**config.mk**
```make
export PLATFORM = sky130hd
export DESIGN_NAME = pdc_channel
export DESIGN_NICKNAME = d
export VERILOG_FILES = /design/src/pdc_pkg.sv /design/src/pdc_channel.sv
export SDC_FILE = /design/constraint.sdc
export NUM_CORES = 1
export LEC_CHECK = 0
export ABC_AREA = 1
export BUFFER_PORTS_ARGS = -buffer_cell sky130_fd_sc_hd__buf_4
export CELL_PAD_IN_SITES_DETAIL_PLACEMENT = 1
export CELL_PAD_IN_SITES_GLOBAL_PLACEMENT = 1
export CORE_ASPECT_RATIO = 1.4
export CORE_MARGIN = 2
export CORE_UTILIZATION = 40
export CTS_CLUSTER_DIAMETER = 100
export CTS_CLUSTER_SIZE = 14
export DETAILED_ROUTE_END_ITERATION = 10
export GPL_TIMING_DRIVEN = 1
export HOLD_SLACK_MARGIN = 0.15
export PLACE_DENSITY_LB_ADDON = 0.1
export SYNTH_ARGS = -nofsm -noshare
export SYNTH_HDL_FRONTEND = slang
export SYNTH_SLANG_ARGS = --single-unit
```
**constraint.sdc**
```tcl
create_clock -name clk_in -period 2.7 [get_ports clk_in]
set_input_delay 0 -clock clk_in [delete_from_list [all_inputs] [get_ports clk_in]]
set_output_delay 0 -clock clk_in [all_outputs]
set_load 0.03 [all_outputs]
```
**src/pdc_pkg.sv**
```systemverilog
package pdc_pkg;

  // Register byte offsets within one channel.
  localparam logic [7:0] OFF_MEM_ADDR  = 8'h00;
  localparam logic [7:0] OFF_REMAIN    = 8'h08;
  localparam logic [7:0] OFF_ADDR_RLD  = 8'h0c;
  localparam logic [7:0] OFF_CNT_RLD   = 8'h10;
  localparam logic [7:0] OFF_COMMAND   = 8'h14;
  localparam logic [7:0] OFF_MODE      = 8'h18;
  localparam logic [7:0] OFF_STATE     = 8'h1c;
  localparam logic [7:0] OFF_MASK_SET  = 8'h20;
  localparam logic [7:0] OFF_MASK_CLR  = 8'h24;
  localparam logic [7:0] OFF_MASK_VIEW = 8'h28;
  localparam logic [7:0] OFF_FLAG_VIEW = 8'h2c;

  // Field positions.
  localparam int CMD_ENABLE_BIT  = 0;
  localparam int CMD_DISABLE_BIT = 1;
  localparam int CMD_ERRCLR_BIT  = 8;
  localparam int MODE_EVENT_BIT  = 2;
  localparam int MODE_RING_BIT   = 3;
  localparam int FLAG_RCZ_BIT    = 0;
  localparam int FLAG_TRC_BIT    = 1;
  localparam int FLAG_ERR_BIT    = 2;

  // Transfer width encodings.
  localparam logic [1:0] SIZE_BYTE = 2'h0;
  localparam logic [1:0] SIZE_HALF = 2'h1;
  localparam logic [1:0] SIZE_WORD = 2'h2;

  // Reset values.
  localparam logic [31:0] RST_WORD  = 32'h0000_0000;
  localparam logic [15:0] RST_COUNT = 16'h0000;
  localparam logic [2:0]  RST_MASK  = 3'h0;
  localparam logic [3:0]  RST_MODE  = 4'h0;

  // Channel transfer state.
  typedef enum logic [1:0] {
    PDC_IDLE = 2'b00,
    PDC_ARM  = 2'b01,
    PDC_BUSY = 2'b10
  } pdc_state_t;

  // Memory-side item request carried to the bus engine.
  typedef struct packed {
    logic        valid;
    logic [31:0] addr;
    logic [1:0]  size;
  } pdc_item_req_t;

endpackage : pdc_pkg

```
**src/pdc_channel.sv**
```systemverilog
// Summary of operation
// - The 16-bit remaining count holds items left, decremented per item, loaded by software.
// - On count reaching zero with nonzero reload, copy address reload into current address.
// - On count reaching zero with positive reload count, reload the count and continue.
// - Count zero with reload count zero stops all further transfers.
// - A reload without ring mode clears the reload count register.
// - Ring mode (mode bit 3) keeps both reload registers after reload.
// - Mode bit 2 selects start on peripheral request or after a peripheral event.
// - Width field: 0 byte, 1 halfword, 2 word, 3 reserved.
// - Writing one to command bit 8 clears the error flag, resuming transfers.
// - Writing one to command bit 1 disables transfers; zero does nothing.
// - Writing one to command bit 0 enables transfers unless bit 1 is also one; zero does nothing.
// - Status bit 0 shows enabled, set by enable and cleared by disable.
// - Writing ones to mask-set sets mask bits error, complete, reload-zero.
// - Writing ones to mask-clear clears mask bits; zeros leave them.
// - Mask bit one means source enabled; mask is read-only, resets zero.
// - Error flag sets on any transfer error and holds until error clear.
// - Complete flag is one exactly when count and reload count are zero.
// - Reload-zero flag is one exactly when reload count is zero.
// - Current address always points at the next location to access.
`timescale 1ns/1ps
`default_nettype none
module pdc_channel (
  input  wire logic          clk_in,          // System clock, 25 MHz.
  input  wire logic          resetn_in,       // Asynchronous reset, active low.
  input  wire logic [7:0]    avs_address_in,  // Byte address within the channel.
  input  wire logic          avs_read_in,     // Avalon read strobe.
  input  wire logic          avs_write_in,    // Avalon write strobe.
  input  wire logic [31:0]   avs_writedata_in,// Avalon write data.
  input  wire logic [3:0]    avs_byteenable_in,// Avalon byte enables.
  output logic [31:0]        avs_readdata_out,// Avalon read data.
  output logic               avs_waitrequest_out, // Avalon wait request.
  input  wire logic          periph_req_in,   // Peripheral handshake request.
  input  wire logic          periph_event_in, // Peripheral event pulse.
  output pdc_pkg::pdc_item_req_t item_req_out,// Item request to memory engine.
  input  wire logic          item_done_in,    // Item completed by engine.
  input  wire logic          item_error_in,   // Item ended with a bus error.
  output logic               irq_out          // Channel interrupt request.
);

  // Register state.
  logic [31:0] cur_addr_reg, cur_addr_next;
  logic [15:0] remain_reg, remain_next;
  logic [31:0] addr_rld_reg, addr_rld_next;
  logic [15:0] cnt_rld_reg, cnt_rld_next;
  logic [3:0]  mode_reg, mode_next;
  logic        enabled_reg, enabled_next;
  logic        error_reg, error_next;
  logic [2:0]  mask_reg, mask_next;
  logic        ack_reg, ack_next;
  logic        event_seen_reg, event_seen_next;
  pdc_pkg::pdc_state_t state_reg, state_next;
  logic [31:0] rdata_reg, rdata_next;

  logic        wr_hit;
  logic        rd_hit;
  logic [2:0]  flags;
  logic        start_ok;
  logic        be0_en_only;

  // Command write that enables without disabling in the same word.
  assign be0_en_only = avs_byteenable_in[0] && avs_writedata_in[0] && !avs_writedata_in[1];

  // Byte count of one item; reserved width falls back to a word.
  function automatic logic [31:0] item_bytes(input logic [1:0] size);
    case (size)
      pdc_pkg::SIZE_BYTE: item_bytes = 32'h0000_0001;
      pdc_pkg::SIZE_HALF: item_bytes = 32'h0000_0002;
      default:            item_bytes = 32'h0000_0004;
    endcase
  endfunction

  // Merge write data into a register word under the byte enables.
  function automatic logic [31:0] merge(input logic [31:0] old, input logic [31:0] wd,
                                        input logic [3:0] be);
    logic [31:0] r;
    r = old;
    for (int i = 0; i < 4; i++) begin
      if (be[i]) begin
        r[i*8 +: 8] = wd[i*8 +: 8];
      end
    end
    merge = r;
  endfunction

  // One wait cycle per access keeps read data registered.
  assign wr_hit = avs_write_in && !ack_reg;
  assign rd_hit = avs_read_in && !ack_reg;
  assign avs_waitrequest_out = (avs_read_in || avs_write_in) && !ack_reg;
  assign avs_readdata_out = rdata_reg;

  // Live status flags.
  always_comb begin
    flags = 3'h0;
    flags[pdc_pkg::FLAG_ERR_BIT] = error_reg;
    flags[pdc_pkg::FLAG_TRC_BIT] = (remain_reg == 16'h0000) && (cnt_rld_reg == 16'h0000);
    flags[pdc_pkg::FLAG_RCZ_BIT] = (cnt_rld_reg == 16'h0000);
  end

  assign irq_out = |(flags & mask_reg);

  // Start condition depends on the trigger mode.
  assign start_ok = mode_reg[pdc_pkg::MODE_EVENT_BIT] ? event_seen_reg : periph_req_in;

  assign item_req_out.valid = (state_reg == pdc_pkg::PDC_BUSY);
  assign item_req_out.addr  = cur_addr_reg;
  assign item_req_out.size  = mode_reg[1:0];

  // Next-state logic for registers, commands and the transfer engine.
  always_comb begin
    logic [31:0] wd;
    logic [3:0]  be;
    logic [31:0] mw;
    wd = avs_writedata_in;
    mw = pdc_pkg::RST_WORD;
    be = avs_byteenable_in;
    cur_addr_next   = cur_addr_reg;
    remain_next     = remain_reg;
    addr_rld_next   = addr_rld_reg;
    cnt_rld_next    = cnt_rld_reg;
    mode_next       = mode_reg;
    enabled_next    = enabled_reg;
    error_next      = error_reg;
    mask_next       = mask_reg;
    state_next      = state_reg;
    event_seen_next = event_seen_reg || periph_event_in;
    ack_next        = (avs_read_in || avs_write_in) && !ack_reg;
    rdata_next      = rdata_reg;

    if (wr_hit) begin
      case (avs_address_in)
        pdc_pkg::OFF_MEM_ADDR: cur_addr_next = merge(cur_addr_reg, wd, be);
        pdc_pkg::OFF_REMAIN: begin
          mw          = merge({16'h0000, remain_reg}, wd, be);
          remain_next = mw[15:0];
        end
        pdc_pkg::OFF_ADDR_RLD: addr_rld_next = merge(addr_rld_reg, wd, be);
        pdc_pkg::OFF_CNT_RLD: begin
          mw           = merge({16'h0000, cnt_rld_reg}, wd, be);
          cnt_rld_next = mw[15:0];
        end
        pdc_pkg::OFF_MODE: begin
          mw        = merge({28'h0000_000, mode_reg}, wd, be);
          mode_next = mw[3:0];
        end
        pdc_pkg::OFF_COMMAND: begin
          if (be[0] && wd[pdc_pkg::CMD_ENABLE_BIT]) begin
            enabled_next = 1'b1;
          end
          if (be[0] && wd[pdc_pkg::CMD_DISABLE_BIT]) begin
            enabled_next = 1'b0;
          end
          if (be[1] && wd[pdc_pkg::CMD_ERRCLR_BIT]) begin
            error_next = 1'b0;
          end
        end
        pdc_pkg::OFF_MASK_SET: if (be[0]) mask_next = mask_reg | wd[2:0];
        pdc_pkg::OFF_MASK_CLR: if (be[0]) mask_next = mask_reg & ~wd[2:0];
        default: ;
      endcase
    end

    if (rd_hit) begin
      case (avs_address_in)
        pdc_pkg::OFF_MEM_ADDR:  rdata_next = cur_addr_reg;
        pdc_pkg::OFF_REMAIN:    rdata_next = {16'h0000, remain_reg};
        pdc_pkg::OFF_ADDR_RLD:  rdata_next = addr_rld_reg;
        pdc_pkg::OFF_CNT_RLD:   rdata_next = {16'h0000, cnt_rld_reg};
        pdc_pkg::OFF_MODE:      rdata_next = {28'h0000_000, mode_reg};
        pdc_pkg::OFF_STATE:     rdata_next = {31'h0000_0000, enabled_reg};
        pdc_pkg::OFF_MASK_VIEW: rdata_next = {29'h0000_0000, mask_reg};
        pdc_pkg::OFF_FLAG_VIEW: rdata_next = {29'h0000_0000, flags};
        default:                rdata_next = pdc_pkg::RST_WORD;
      endcase
    end

    // Transfer engine; a hardware error wins over a same-cycle clear.
    case (state_reg)
      pdc_pkg::PDC_IDLE: begin
        if (enabled_reg && !error_reg && remain_reg != 16'h0000) begin
          state_next = pdc_pkg::PDC_ARM;
        end
      end
      pdc_pkg::PDC_ARM: begin
        if (!enabled_reg || error_reg || remain_reg == 16'h0000) begin
          state_next = pdc_pkg::PDC_IDLE;
        end else if (start_ok) begin
          state_next = pdc_pkg::PDC_BUSY;
          event_seen_next = periph_event_in;
        end
      end
      pdc_pkg::PDC_BUSY: begin
        if (item_error_in) begin
          error_next = 1'b1;
          state_next = pdc_pkg::PDC_IDLE;
        end else if (item_done_in) begin
          cur_addr_next = cur_addr_reg + item_bytes(mode_reg[1:0]);
          remain_next = remain_reg - 16'h0001;
          if (remain_reg == 16'h0001 && cnt_rld_reg != 16'h0000) begin
            cur_addr_next = addr_rld_reg;
            remain_next = cnt_rld_reg;
            if (!mode_reg[pdc_pkg::MODE_RING_BIT]) begin
              cnt_rld_next = 16'h0000;
              addr_rld_next = pdc_pkg::RST_WORD;
            end
          end
          state_next = pdc_pkg::PDC_IDLE;
        end
      end
      default: state_next = pdc_pkg::PDC_IDLE;
    endcase
  end

  // Register all state.
  always_ff @(posedge clk_in or negedge resetn_in) begin
    if (!resetn_in) begin
      cur_addr_reg   <= pdc_pkg::RST_WORD;
      remain_reg     <= pdc_pkg::RST_COUNT;
      addr_rld_reg   <= pdc_pkg::RST_WORD;
      cnt_rld_reg    <= pdc_pkg::RST_COUNT;
      mode_reg       <= pdc_pkg::RST_MODE;
      enabled_reg    <= 1'b0;
      error_reg      <= 1'b0;
      mask_reg       <= pdc_pkg::RST_MASK;
      ack_reg        <= 1'b0;
      event_seen_reg <= 1'b0;
      state_reg      <= pdc_pkg::PDC_IDLE;
      rdata_reg      <= pdc_pkg::RST_WORD;
    end else begin
      cur_addr_reg   <= cur_addr_next;
      remain_reg     <= remain_next;
      addr_rld_reg   <= addr_rld_next;
      cnt_rld_reg    <= cnt_rld_next;
      mode_reg       <= mode_next;
      enabled_reg    <= enabled_next;
      error_reg      <= error_next;
      mask_reg       <= mask_next;
      ack_reg        <= ack_next;
      event_seen_reg <= event_seen_next;
      state_reg      <= state_next;
      rdata_reg      <= rdata_next;
    end
  end

  // Checks.
  AST_IRQ: assert property (@(posedge clk_in) disable iff (!resetn_in)
    irq_out == ((error_reg && mask_reg[2])
                || (remain_reg == 16'h0 && cnt_rld_reg == 16'h0 && mask_reg[1])
                || (cnt_rld_reg == 16'h0 && mask_reg[0]))) else $error("Interrupt mismatch.");
  AST_TRC: assert property (@(posedge clk_in) disable iff (!resetn_in)
    flags[1] == (remain_reg == 16'h0 && cnt_rld_reg == 16'h0)) else $error("Complete flag bad.");
  AST_STOP: assert property (@(posedge clk_in) disable iff (!resetn_in)
    (remain_reg == 16'h0) |-> ##1 state_reg != pdc_pkg::PDC_BUSY) else $error("Moved at zero.");
  AST_DEC: assert property (@(posedge clk_in) disable iff (!resetn_in)
    (state_reg == pdc_pkg::PDC_BUSY && item_done_in && !item_error_in && remain_reg > 16'h1)
    |=> remain_reg == $past(remain_reg) - 16'h1) else $error("Count not decremented.");
  AST_RELOAD: assert property (@(posedge clk_in) disable iff (!resetn_in)
    (state_reg == pdc_pkg::PDC_BUSY && item_done_in && !item_error_in
     && remain_reg == 16'h1 && cnt_rld_reg != 16'h0)
    |=> remain_reg == $past(cnt_rld_reg) && cur_addr_reg == $past(addr_rld_reg))
    else $error("Reload failed.");
  AST_RING: assert property (@(posedge clk_in) disable iff (!resetn_in)
    (state_reg == pdc_pkg::PDC_BUSY && item_done_in && !item_error_in && remain_reg == 16'h1
     && cnt_rld_reg != 16'h0 && !mode_reg[3] && !wr_hit) |=> cnt_rld_reg == 16'h0)
    else $error("Reload count not cleared.");
  AST_ERR: assert property (@(posedge clk_in) disable iff (!resetn_in)
    (state_reg == pdc_pkg::PDC_BUSY && item_error_in) |=> error_reg) else $error("Error lost.");
  AST_EN: assert property (@(posedge clk_in) disable iff (!resetn_in)
    (wr_hit && avs_address_in == pdc_pkg::OFF_COMMAND && be0_en_only) |=> enabled_reg)
    else $error("Enable ignored.");
  AST_MASK: assert property (@(posedge clk_in) disable iff (!resetn_in)
    (wr_hit && avs_address_in == pdc_pkg::OFF_MASK_SET && avs_byteenable_in[0])
    |=> (mask_reg & $past(avs_writedata_in[2:0])) == $past(avs_writedata_in[2:0]))
    else $error("Mask set failed.");

  COV_RELOAD: cover property (@(posedge clk_in) disable iff (!resetn_in)
    state_reg == pdc_pkg::PDC_BUSY && item_done_in && remain_reg == 16'h1 && cnt_rld_reg != 0);
  COV_ERR: cover property (@(posedge clk_in) disable iff (!resetn_in) error_reg && irq_out);
  COV_EVT: cover property (@(posedge clk_in) disable iff (!resetn_in)
    mode_reg[2] && state_reg == pdc_pkg::PDC_BUSY);

endmodule // pdc_channel
`default_nettype wire

```
======== After elaboration in Yosys (flattened, before gate mapping) ========
Cells that the tools add are included.
Widths: inputs -> output; s select.
storage, ports and cells
  register bits ........................... 141
  logic and storage cells ................. 131
cells by class
  multiplexer cells ....................... 63
  equality and inequality tests ........... 19
  bitwise operators ....................... 4
  reductions and logical operators ........ 31
  $add $sub $neg .......................... 2
operators with widths
  kind                   number
  $mux 32                16
  $pmux 32 s8            1
  $mux 16                13
  $mux 8                 12
  $add 32x32->32         1
  $eq 8x5->1 const B     4
  $eq 8x6->1 const B     4
  $logic_not 16->1       2
  $reduce_bool 16->1     2
  $eq 16x1->1 const B    1
  $eq 8x4->1 const B     2
  $sub 16x1->16 const B  1
  $pmux 3 s2             2
  $mux 1                 11
  $logic_and 1x1->1      10
  $mux 2                 5
  $reduce_and 3->1       3
  $logic_not 8->1        1
  $and 3x3->3            2
  $mux 3                 2
  $ne 2x2->1 const B     3
  $pmux 2 s3             1
  $eq 2x1->1 const B     2
  $logic_not 2->1        2
  other kinds (10)       16

======== Longest topological paths before layout ========
Gate-level depths: netlist of the first run.
  depth after elaboration ................. 10
  gate-level depth with buffers ........... 13
  gate-level depth less buffers ........... 13

======== Worst setup path after synthesis of the first run ========
Ideal clock, no wire load.
  path type ............................... register to register
  start point ............................. reg cur_addr_reg[0]
  end point ............................... reg cur_addr_reg[16]
  cell stages (with the launch flop) ...... 13
  buffers on the path ..................... 0
  required time ........................... 2.583 ns
  slack ................................... 0.681 ns
  setup time .............................. 0.117 ns
  arrival ................................. 1.903 ns
  period minus slack after synthesis ...... 2.019 ns
  path through ............................ dfrtp_1 ha_1 fa_1 nand3_1 nand2_1 nand3_1 inv_1 nand3_1 nand2_1 nand2_1 inv_1 nor2_1 nor2_1
between the ends
  longest elaborated chain between the ends .. 5
ends and longest elaborated chain
  what                         RTL line            text
  start, declared              pdc_channel.sv:42   logic [31:0] cur_addr_reg, cur_addr_next;
  start signal, assigned       pdc_channel.sv:217  cur_addr_reg <= pdc_pkg::RST_WORD;
  start signal, assigned       pdc_channel.sv:230  cur_addr_reg <= cur_addr_next;
  $add 32x32->32               pdc_channel.sv:197  cur_addr_next = cur_addr_reg + item_bytes(mode_reg[1:0]);
  $mux 32                      pdc_channel.sv:199  if (remain_reg == 16'h0001 && cnt_rld_reg != 16'h0000) begin
  $mux 32                      pdc_channel.sv:196  end else if (item_done_in) begin
  $mux 32                      pdc_channel.sv:193  if (item_error_in) begin
  $mux 32                      pdc_channel.sv:178  case (state_reg)
  named net cur_addr_next[16]  pdc_channel.sv:42
The timed path passes the listed nets, and every way through them passes these cells.
A chain may end at the register's enable or synchronous reset.

======== Worst setup path in the final report of the first run ========
  start point ............................. reg remain_reg[10]
  end point ............................... out irq_out
between the ends
  longest elaborated chain between the ends .. 4
ends and longest elaborated chain
  what                    RTL line            text
  start, declared         pdc_channel.sv:43   logic [15:0] remain_reg, remain_next;
  start signal, assigned  pdc_channel.sv:218  remain_reg <= pdc_pkg::RST_COUNT;
  start signal, assigned  pdc_channel.sv:231  remain_reg <= remain_next;
  $logic_not 16->1        pdc_channel.sv:96   flags[pdc_pkg::FLAG_TRC_BIT] = (remain_reg == 16'h0000) && (cnt_rld_reg == 16'h0000);
  $logic_and 1x1->1       pdc_channel.sv:96
  $and 3x3->3             pdc_channel.sv:100  assign irq_out = |(flags & mask_reg);
  $reduce_or 3->1         pdc_channel.sv:100
  end, declared           pdc_channel.sv:38   output logic irq_out
Every way passes these cells.

==> results of run 1 <==
==> power by group through the flow <==
stage | logic [mW] | clock network, mW | registers, mW
3_3_place_gp | 0.655 | 0 | 2.26
2_1_floorplan | 0.328 | 0 | 2.27
3_5_place_dp | 0.668 | 0 | 2.26
5_1_grt | 0.782 | 2.93 | 2.23
4_1_cts | 0.718 | 2.86 | 2.22
6_report | 0.721 | 2.83 | 2.22
==> layout by cell type (no fill, tap or decap), types with 6 or more instances in the layout <==
| master | count |
|---|---|
| nor2_1 | 169 |
| clkbuf_16 | 17 |
| nand3_1 | 73 |
| o221ai_1 | 11 |
| a21oi_1 | 51 |
| nand2_1 | 462 |
| dfrtp_1 | 141 |
| o21ai_0 | 122 |
| buf_4 | 148 |
| nor2_2 | 16 |
| nor2_4 | 6 |
| ha_1 | 6 |
| bufinv_16 | 6 |
| or2_2 | 9 |
| inv_1 | 176 |
| dlygate4sd3_1 | 47 |
| nand4_1 | 31 |
| o22ai_1 | 26 |
| xor2_1 | 10 |
| o21ai_1 | 14 |
| nand2_2 | 6 |
==> final cells by class <==
| cell class | count | area, µm² |
|---|---|---|
| fillers | 3003 | 11300 |
| multi-input cells | 1036 | 4810 |
| flip-flops and latches | 141 | 3530 |
| repair buffers | 200 | 1670 |
| inverters | 179 | 672 |
| clock buffers | 22 | 484 |
| well taps | 306 | 383 |
| clock inverters | 10 | 206 |
==> per-layer routing <==
layer  routed length, µm  vias up  track usage, %
met4                2440        0            19.9
met3                1330      114            4.35
li1                    -     4820               -
met1               15200     5123            36.2
met2               20200      277            59.3
met5                   0        -               0
==> cells by family (layout without fill, tap and decap cells) <==
group	Yosys count	after routing	share of synthesized area [%]
xor gates and xnor gates	10	10	0.941
DFF	141	141	37.9
muxes	2	2	0.242
AOI/OAI and AO/OA	232	232	13.5
adders and majority gates	7	7	1.02
buffers and inverters	233	411	10.5
and+or+nand+nor	785	785	35.9
==> timing repair <==
item,4_1_cts,5_1_grt
endpoints found under the hold margin,183,0
hold buffers,47,0
resized for setup,0,1
endpoints found under the setup margin,0,1
==> synth_stat cells (all sizes together) <==
master / instances / area [µm²]
o21ai: 137 / 689
nor2: 193 / 840
nand2: 470 / 1790
or2: 9 / 56.3
buf: 40 / 251
nand3: 76 / 410
nand3b: 1 / 7.51
xor2: 10 / 87.6
a31oi: 1 / 6.26
nor3: 4 / 20.0
inv: 179 / 672
fa: 1 / 20.0
dfrtp: 141 / 3530
o211ai: 5 / 37.5
ha: 6 / 75.1
o211a: 1 / 10.0
clkbuf: 14 / 52.6
nand4: 32 / 215
o221ai: 11 / 96.3
mux2: 2 / 22.5
o22ai: 26 / 163
a21oi: 51 / 255
==> path summary, 6_finish.rpt <==
check	startpoint	end	slack (ns)
max	remain_reg[10]$_DFF_PN0_	irq_out	0.17
min	avs_read_in	avs_readdata_out[31]$_DFFE_PN0P_	0.17
max reg2reg	ack_reg$_DFF_PN0_	flip-flop	0.27
min reg2reg	avs_readdata_out[18]$_DFFE_PN0P_	avs_readdata_out[18]$_DFFE_PN0P_	0.48
max in group asynchronous	resetn_in	addr_rld_reg[19]$_DFF_PN0_	1.78
min in group asynchronous	resetn_in	event_seen_reg$_DFF_PN0_	0.18
==> metrics by stage <==
stage	cells	hold WS (ns)
floorplan	1410	-0.296
global placement	1815	0.0983
detailed placement	1815	0.111
CTS	1894	0.151
global route	1894	0.219
finish	1894	0.171
==> worst reg2reg max path, stage by stage (launching register included) <==
cell	delay, ns
dfrtp_1	0.39
nor2_2	0.26
nand2_1	0.45
nor3_1	0.32
dlygate4sd3_1	0.62
nand2_1	0.08
o21ai_0	0.16
inv_1	0.05
==> flow_summary.toml, run 1 <==
[power_and_ir_drop]
p_int_mw = 4.24
p_leak_nw = 6.18
p_seq_share_pct = 38.5
clockPowerShare_pct = 49.0
p_per_area_mw_per_mm2 = 491
switching_share_pct = 26.6
finalPower_mw = 5.78
peakVddDrop_mv = 0.466
p_sw_mw = 1.54
pwr-share-comb_pct = 12.5

[detailed_routing]
routed_wl_um = 39100
drt_iter0_drc = 497
wl_per_cell_um = 20.6
dr_total_vias = 10300
vias_per_cell = 5.46
drcViolationCount = 0
antenna_left = 0
firstDrtPassIters = 5

[cells_and_area]
nNetsFinal = 1634
design_area_mm2 = 0.0118
syn2layout_area_growth_pct = 26.3
drive_gt1_share_pct = 14.8
insertedDiodeCount = 0
final_core_util_pct = 51.0

[critical_path]
max_stage_delay_ns = 0.43
critPathKind = "reg -> out"
reg2reg_depth = 7
critPathArrivalTime_ns = 2.53
critical_path.startpoint_type = "flip-flop"
cp_max_fo = 9
crit_buf_inv = 2
required_ns = 2.70
crit_slowest_cell = "dfrtp_1"
crit_family = "simple AND/OR/NAND/NOR gates"
path_cells = "nor2_1, nand2_4, nor2_8, buf_4, nand2_1, nor2_2, nand4_1, o221ai_1, buf_4"
endpoint_kind = "output port"
cp.depth = 9
critPathMostFrequentCell = "buf_4"

[min_path]
min_path_type = "in -> reg"
holdPathStages = 5

[run_status]
outcome = "finished clean"

[global_routing]
grt_pass1_vias = 10800
grt_pass1_wl_um = 60700
gr-total-overflow = 0
grt_start_max_net_pins = 73
grtUsageTotal_pct = 32.7
grt_antenna_before_repair = 0

[placed_design]
placed_area_mm2 = 0.0106
globalplace.congestion = 0.916
dp_hpwl_um = 28800
io_buffer_count = 120
dp_slack_ns = 0.380

[sta]
finalHoldViolations = 0
slew_violations = 0
tightest_slew_ns = 0.771
finalSetupViolCount = 0
finalCritPeriodShare_pct = 93.7
skew_ns = 0.0141
setup-tns-final_ns = 0
fmax_mhz = 395
rsz0062_at_grt = "false"
min_period_ns = 2.53
setup_ws_ns = 0.171
slew_headroom_pct = 48.6

[clock_network]
clk_latency_ns = 0.45
cts_tree = "built"
cts_made_buffers = 17
clock_tree.root_cell = "clkbuf_16"
post_cts_buffers = 0
cts.sinks = 141
h-tree-depth = 4
path_clk_slew_ns = 0.06
clockBufferDepth = 2

[yosys]
ys_seq_elements = 141
syn_area_mm2 = 0.00931
syn_area_per_cell_um2 = 6.60
syn_inst = 1410
seq_area_frac_synth_pct = 37.9
syn_nets = 1469
ys.warnings.count = 0
synth_cell_type_count = 37

[run]
cap_violations = 0

[floorplan]
fp.dieH_um = 185
dieArea_mm2 = 0.0245
die_x_um = 133
core_area_mm2 = 0.0230
placementRows = 66
io_pins = 121
start_util_pct = 40.4
(Power assumes the default switching activity.)
==> run 2, diff against run 1 <==
--- a/config.mk
+++ b/config.mk
@@ -7,8 +7,6 @@
 export LEC_CHECK = 0
 export ABC_AREA = 1
 export BUFFER_PORTS_ARGS = -buffer_cell sky130_fd_sc_hd__buf_4
-export CELL_PAD_IN_SITES_DETAIL_PLACEMENT = 1
-export CELL_PAD_IN_SITES_GLOBAL_PLACEMENT = 1
 export CORE_ASPECT_RATIO = 1.4
 export CORE_MARGIN = 2
 export CORE_UTILIZATION = 40
@@ -17,7 +15,6 @@
 export DETAILED_ROUTE_END_ITERATION = 10
 export GPL_TIMING_DRIVEN = 1
 export HOLD_SLACK_MARGIN = 0.15
-export PLACE_DENSITY_LB_ADDON = 0.1
 export SYNTH_ARGS = -nofsm -noshare
 export SYNTH_HDL_FRONTEND = slang
 export SYNTH_SLANG_ARGS = --single-unit
==> flow_summary.toml, run 2 (synthesis gave the netlist of run 1 again) <==
[detailed_routing]
highest_layer = "met4"
vias_per_cell = 5.24
routed_wl_um = 34500
wl_per_cell_um = 18.3
firstDrtPassIters = 5
wl_met2_um = 17400
drcViolationCount = 0
antenna_left = 0
dr_wl_met3_um = 2070
drt_iter0_drc = 716
drt-met1-wl_um = 13300
dr_total_vias = 9865

[cells_and_area]
multi_input_area_mm2 = 0.00482
layout_common_cells = "462 x nand2_1, 176 x inv_1, 168 x nor2_1"
insertedDiodeCount = 0
final_common_cell = "nand2_1"
fin_cells = 1884
nNetsFinal = 1624
n_fill_cell = 2342
final_core_util_pct = 50.4
syn2layout_area_growth_pct = 24.6
regArea_mm2 = 0.00353
drive_gt1_share_pct = 14.1

[sta]
slew_headroom_pct = 43.1
fmax_mhz = 416
min_period_ns = 2.40
rsz0062_at_grt = "false"
setup-tns-final_ns = 0
finalSetupViolCount = 0
skew_ns = 0.0151
finalCritPeriodShare_pct = 88.9
slew_violations = 0
tightest_slew_ns = 0.852
finalHoldViolations = 0

[clock_network]
clockBufferDepth = 2
cts_tree = "built"
path_clk_slew_ns = 0.06
clk_latency_ns = 0.44
cts.sinks = 141
clock_tree.root_cell = "clkbuf_16"
cts_made_buffers = 17
h-tree-depth = 4
post_cts_buffers = 0

[floorplan]
io_pins = 121
placementRows = 66
core_area_mm2 = 0.0230
fp.dieH_um = 185
dieArea_mm2 = 0.0245
die_x_um = 133
start_util_pct = 40.4

[power_and_ir_drop]
peakVddDrop_mv = 0.449
p_leak_nw = 6.08
p_per_area_mw_per_mm2 = 473

[placed_design]
io_buffer_count = 120
dp_hpwl_um = 25100
globalplace.congestion = 0.942
place_inst = 1803

[critical_path]
cp_max_fo = 11
path_cells = "nor2_1, nand2_1, nor2_8, buf_4, nand2_1, nor2_1, nand4_1, o221ai_1, buf_4"
endpoint_kind = "output port"
critPathArrivalTime_ns = 2.40
critPathKind = "reg -> out"
critical_path.startpoint_type = "flip-flop"
max_stage_delay_ns = 0.45
crit_slowest_cell = "dfrtp_1"
required_ns = 2.70

[global_routing]
grtUsageTotal_pct = 28.7
grt_pass1_wl_um = 53600
grt_antenna_before_repair = 0
gr-total-overflow = 0
grt_start_max_net_pins = 68
grt_pass1_vias = 9704

[run]
cap_violations = 0

[run_status]
outcome = "finished clean"

[min_path]
min_path_type = "in -> reg"
## run 2: changes by cell type in the layout (fill, tap and decap cells not counted), moves of 2 or more
cell,change
buf_12,-2
clkbuf_8,-2
clkinvlp_4,+2
clkbuf_1,+2
dlygate4sd3_1,+2
bufinv_16,-2
buf_4,-10
## run 2: per-stage QoR
step	instance area [µm²]	setup slack (ns)	power, mW	hold WS [ns]
CTS	11600	0.0107	5.51	0.165
detailed placement	10500	0.396	2.90	0.0632
global route	11600	0.123	5.69	0.141
finish	11600	0.299	5.49	0.0957
floorplan	9310	0.681	2.60	-0.296
global placement	10500	0.431	2.90	0.0613
## run 2: area by class of cell
| type | instances | share of cell area (%) |
|---|---|---|
| repair buffers | 190 | 13.6 |
| multi-input cells | 1036 | 41.5 |
| inverters | 179 | 5.79 |
| clock inverters | 10 | 1.39 |
| clock buffers | 22 | 4.00 |
| well taps | 306 | 3.30 |
| flip-flops and latches | 141 | 30.4 |
## run 2: routing by layer
layer	vias to the layer above	global-route usage, %
met1	4581	33.4
met3	95	4.35
met5	-	0
met2	400	51.1
met4	0	14.8
li1	4789	-
## run 2: path summary, 6_finish.rpt
| check | slack (ns) | endpoint | depth (start not counted) | start |
|---|---|---|---|---|
| hold reg to reg | 0.48 | avs_readdata_out[3]$_DFFE_PN0P_ | 2 | avs_readdata_out[3]$_DFFE_PN0P_ |
| hold / removal | 0.1 | flip-flop | 7 | avs_address_in[3] |
| setup reg to reg | 0.34 | error_reg$_DFF_PN0_ | 7 | ack_reg$_DFF_PN0_ |
| min in group asynchronous | 0.15 | avs_readdata_out[26]$_DFFE_PN0P_ | 2 | resetn_in |
| setup / recovery | 0.30 | irq_out | 9 | remain_reg[15]$_DFF_PN0_ |
| max in group asynchronous | 1.75 | remain_reg[3]$_DFF_PN0_ | 3 | resetn_in |
## run 2: where the power goes
group / switching (mW) / internal [mW]
Sequential: 0.0610 / 2.16
Combinational: 0.458 / 0.243
Clock: 0.975 / 1.60
## run 2: critical path: cells and delay by family (launching register included)
| kind | cells | cell delay [ns] |
|---|---|---|
| DFF | 1 | 0.45 |
| buffers and inverters | 2 | 0.46 |
| and+or+nand+nor | 6 | 0.93 |
| AOI/OAI and AO/OA | 1 | 0.13 |
## run 2: repair_timing
item	4_1_cts	5_1_grt
setup endpoints to repair	0	5
endpoints found under the hold margin	229	0
hold buffers	50	0
gates resized for setup	0	4
==> run 3, diff against run 2 <==
==> constraint.sdc (replaced) <==
create_clock -name clk_in -period 2.4 [get_ports clk_in]
set_input_delay 0 -clock clk_in [delete_from_list [all_inputs] [get_ports clk_in]]
set_output_delay 0 -clock clk_in [all_outputs]
set_load 0.03 [all_outputs]
==> flow_summary.toml, run 3 (synthesis gave the netlist of run 1 again) <==
[cells_and_area]
final_common_cell = "nand2_1"
syn2layout_area_growth_pct = 26.3
drive_gt1_share_pct = 15.1
n_fill_cell = 2408
multi_input_area_mm2 = 0.00482
design_area_mm2 = 0.0118
nNetsFinal = 1643
fin_cells = 1903
layout_common_cells = "460 x nand2_1, 176 x inv_1, 169 x nor2_1"
regArea_mm2 = 0.00353
insertedDiodeCount = 0

[critical_path]
critPathArrivalTime_ns = 2.27
required_ns = 2.40
endpoint_kind = "output port"
cp_max_fo = 9
critPathKind = "reg -> out"
critical_path.startpoint_type = "flip-flop"
max_stage_delay_ns = 0.45
crit_slowest_cell = "dfrtp_1"
path_cells = "nor2_4, buf_4, nand2_4, nor2_8, nand2_1, nor2_1, nand4_1, o221ai_1, buf_4"
critPathMostFrequentCell = "buf_4"

[placed_design]
io_buffer_count = 120
placed_area_mm2 = 0.0106
place_inst = 1818
dp_hpwl_um = 25600
globalplace.congestion = 0.943
dp_slack_ns = 0.189

[power_and_ir_drop]
p_per_area_mw_per_mm2 = 513
clockPowerShare_pct = 45.2
switching_share_pct = 27.9
p_seq_share_pct = 41.4
p_sw_mw = 1.68
peakVddDrop_mv = 0.502
p_int_mw = 4.35
pwr-share-comb_pct = 13.4
p_leak_nw = 6.18

[run_status]
outcome = "finished clean"

[clock_network]
clock_tree.root_cell = "clkbuf_16"
clockBufferDepth = 2
clk_latency_ns = 0.43
cts.sinks = 141
cts_made_buffers = 17
post_cts_buffers = 0
h-tree-depth = 4
cts_tree = "built"
path_clk_slew_ns = 0.06

[sta]
finalSetupViolCount = 0
tightest_slew_ns = 0.640
min_period_ns = 2.27
finalCritPeriodShare_pct = 94.7
finalHoldViolations = 0
setup_ws_ns = 0.127
skew_ns = 0.00869
slew_headroom_pct = 57.3
fmax_mhz = 440
slew_violations = 0
rsz0062_at_grt = "false"
setup-tns-final_ns = 0

[detailed_routing]
drt_iter0_drc = 681
dr_total_vias = 10000
drcViolationCount = 0
routed_wl_um = 34800
firstDrtPassIters = 6
wl_per_cell_um = 18.3
vias_per_cell = 5.27
antenna_left = 0

[run]
cap_violations = 0

[floorplan]
die_x_um = 133
start_util_pct = 40.4
placementRows = 66
core_area_mm2 = 0.0230
io_pins = 121
fp.dieH_um = 185
dieArea_mm2 = 0.0245

[global_routing]
grtUsageTotal_pct = 29.1
grt_pass1_vias = 9809
grt_antenna_before_repair = 0
grt_start_max_net_pins = 59
gr-total-overflow = 0
grt_pass1_wl_um = 54300

[min_path]
min_path_type = "in -> async"
==> run 3: layout make-up <==
cell class              count  share of cell area (%)
clock inverters            10                   0.947
inverters                 179                    5.71
multi-input cells        1036                    41.0
clock buffers              22                    4.12
well taps                 306                    3.26
flip-flops and latches    141                    30.0
repair buffers            209                    14.9
==> run 3: per-stage QoR <==
| stage | util, % | power (mW) | hold WS (ns) |
|---|---|---|---|
| floorplan | - | 2.93 | -0.296 |
| global placement | 46.1 | 3.27 | 0.0370 |
| CTS | 51.0 | 6.05 | 0.151 |
| detailed placement | 46.1 | 3.28 | 0.0382 |
| finish | 51.0 | 6.04 | 0.137 |
| global route | 51.0 | 6.26 | 0.163 |
==> run 3: critical path, delay by kind of cell (launching register included) <==
kind / cells / cell delay (ns)
AO/OA/AOI/OAI: 1 / 0.14
buffers and inverters: 2 / 0.36
flip-flops: 1 / 0.45
AND/OR/NAND/NOR: 6 / 0.89
==> run 3: routing by layer <==
layer  vias to the layer above  wire length, µm  global-route usage (%)
li1                       4849                -                       -
met1                      4693            13500                    33.9
met2                       379            17400                    51.3
met3                       104             1920                    4.35
met4                         0             1970                    15.8
met5                         -                0                       0
==> run 3: timing repair <==
item / 4_1_cts / 5_1_grt
hold buffers: 53 / 0
gates resized for setup: 0 / 5
endpoints found under the hold margin: 246 / 0
setup endpoints to repair: 0 / 4
==> run 3: path summary, 6_finish.rpt <==
| check | from | to | slack [ns] | cells after the start |
|---|---|---|---|---|
| min in group clk_in | avs_read_in | ack_reg$_DFF_PN0_ | 0.14 | 4 |
| hold / removal | resetn_in | avs_readdata_out[26]$_DFFE_PN0P_ | 0.14 | 2 |
| setup reg to reg | remain_reg[7]$_DFF_PN0_ | event_seen_reg$_DFF_PN0_ | 0.15 | 8 |
| max in group asynchronous | resetn_in | avs_readdata_out[24]$_DFFE_PN0P_ | 1.37 | 3 |
| hold reg to reg | avs_readdata_out[5]$_DFFE_PN0P_ | avs_readdata_out[5]$_DFFE_PN0P_ | 0.48 | 2 |
| setup / recovery | remain_reg[9]$_DFF_PN0_ | irq_out | 0.13 | 9 |
==> run 3: power by group through the flow <==
stage	combinational, mW	sequential (mW)	clock, mW
2_1_floorplan	0.369	2.56	0
3_3_place_gp	0.736	2.54	0
3_5_place_dp	0.740	2.54	0
4_1_cts	0.803	2.50	2.75
5_1_grt	0.875	2.50	2.88
6_report	0.808	2.50	2.73
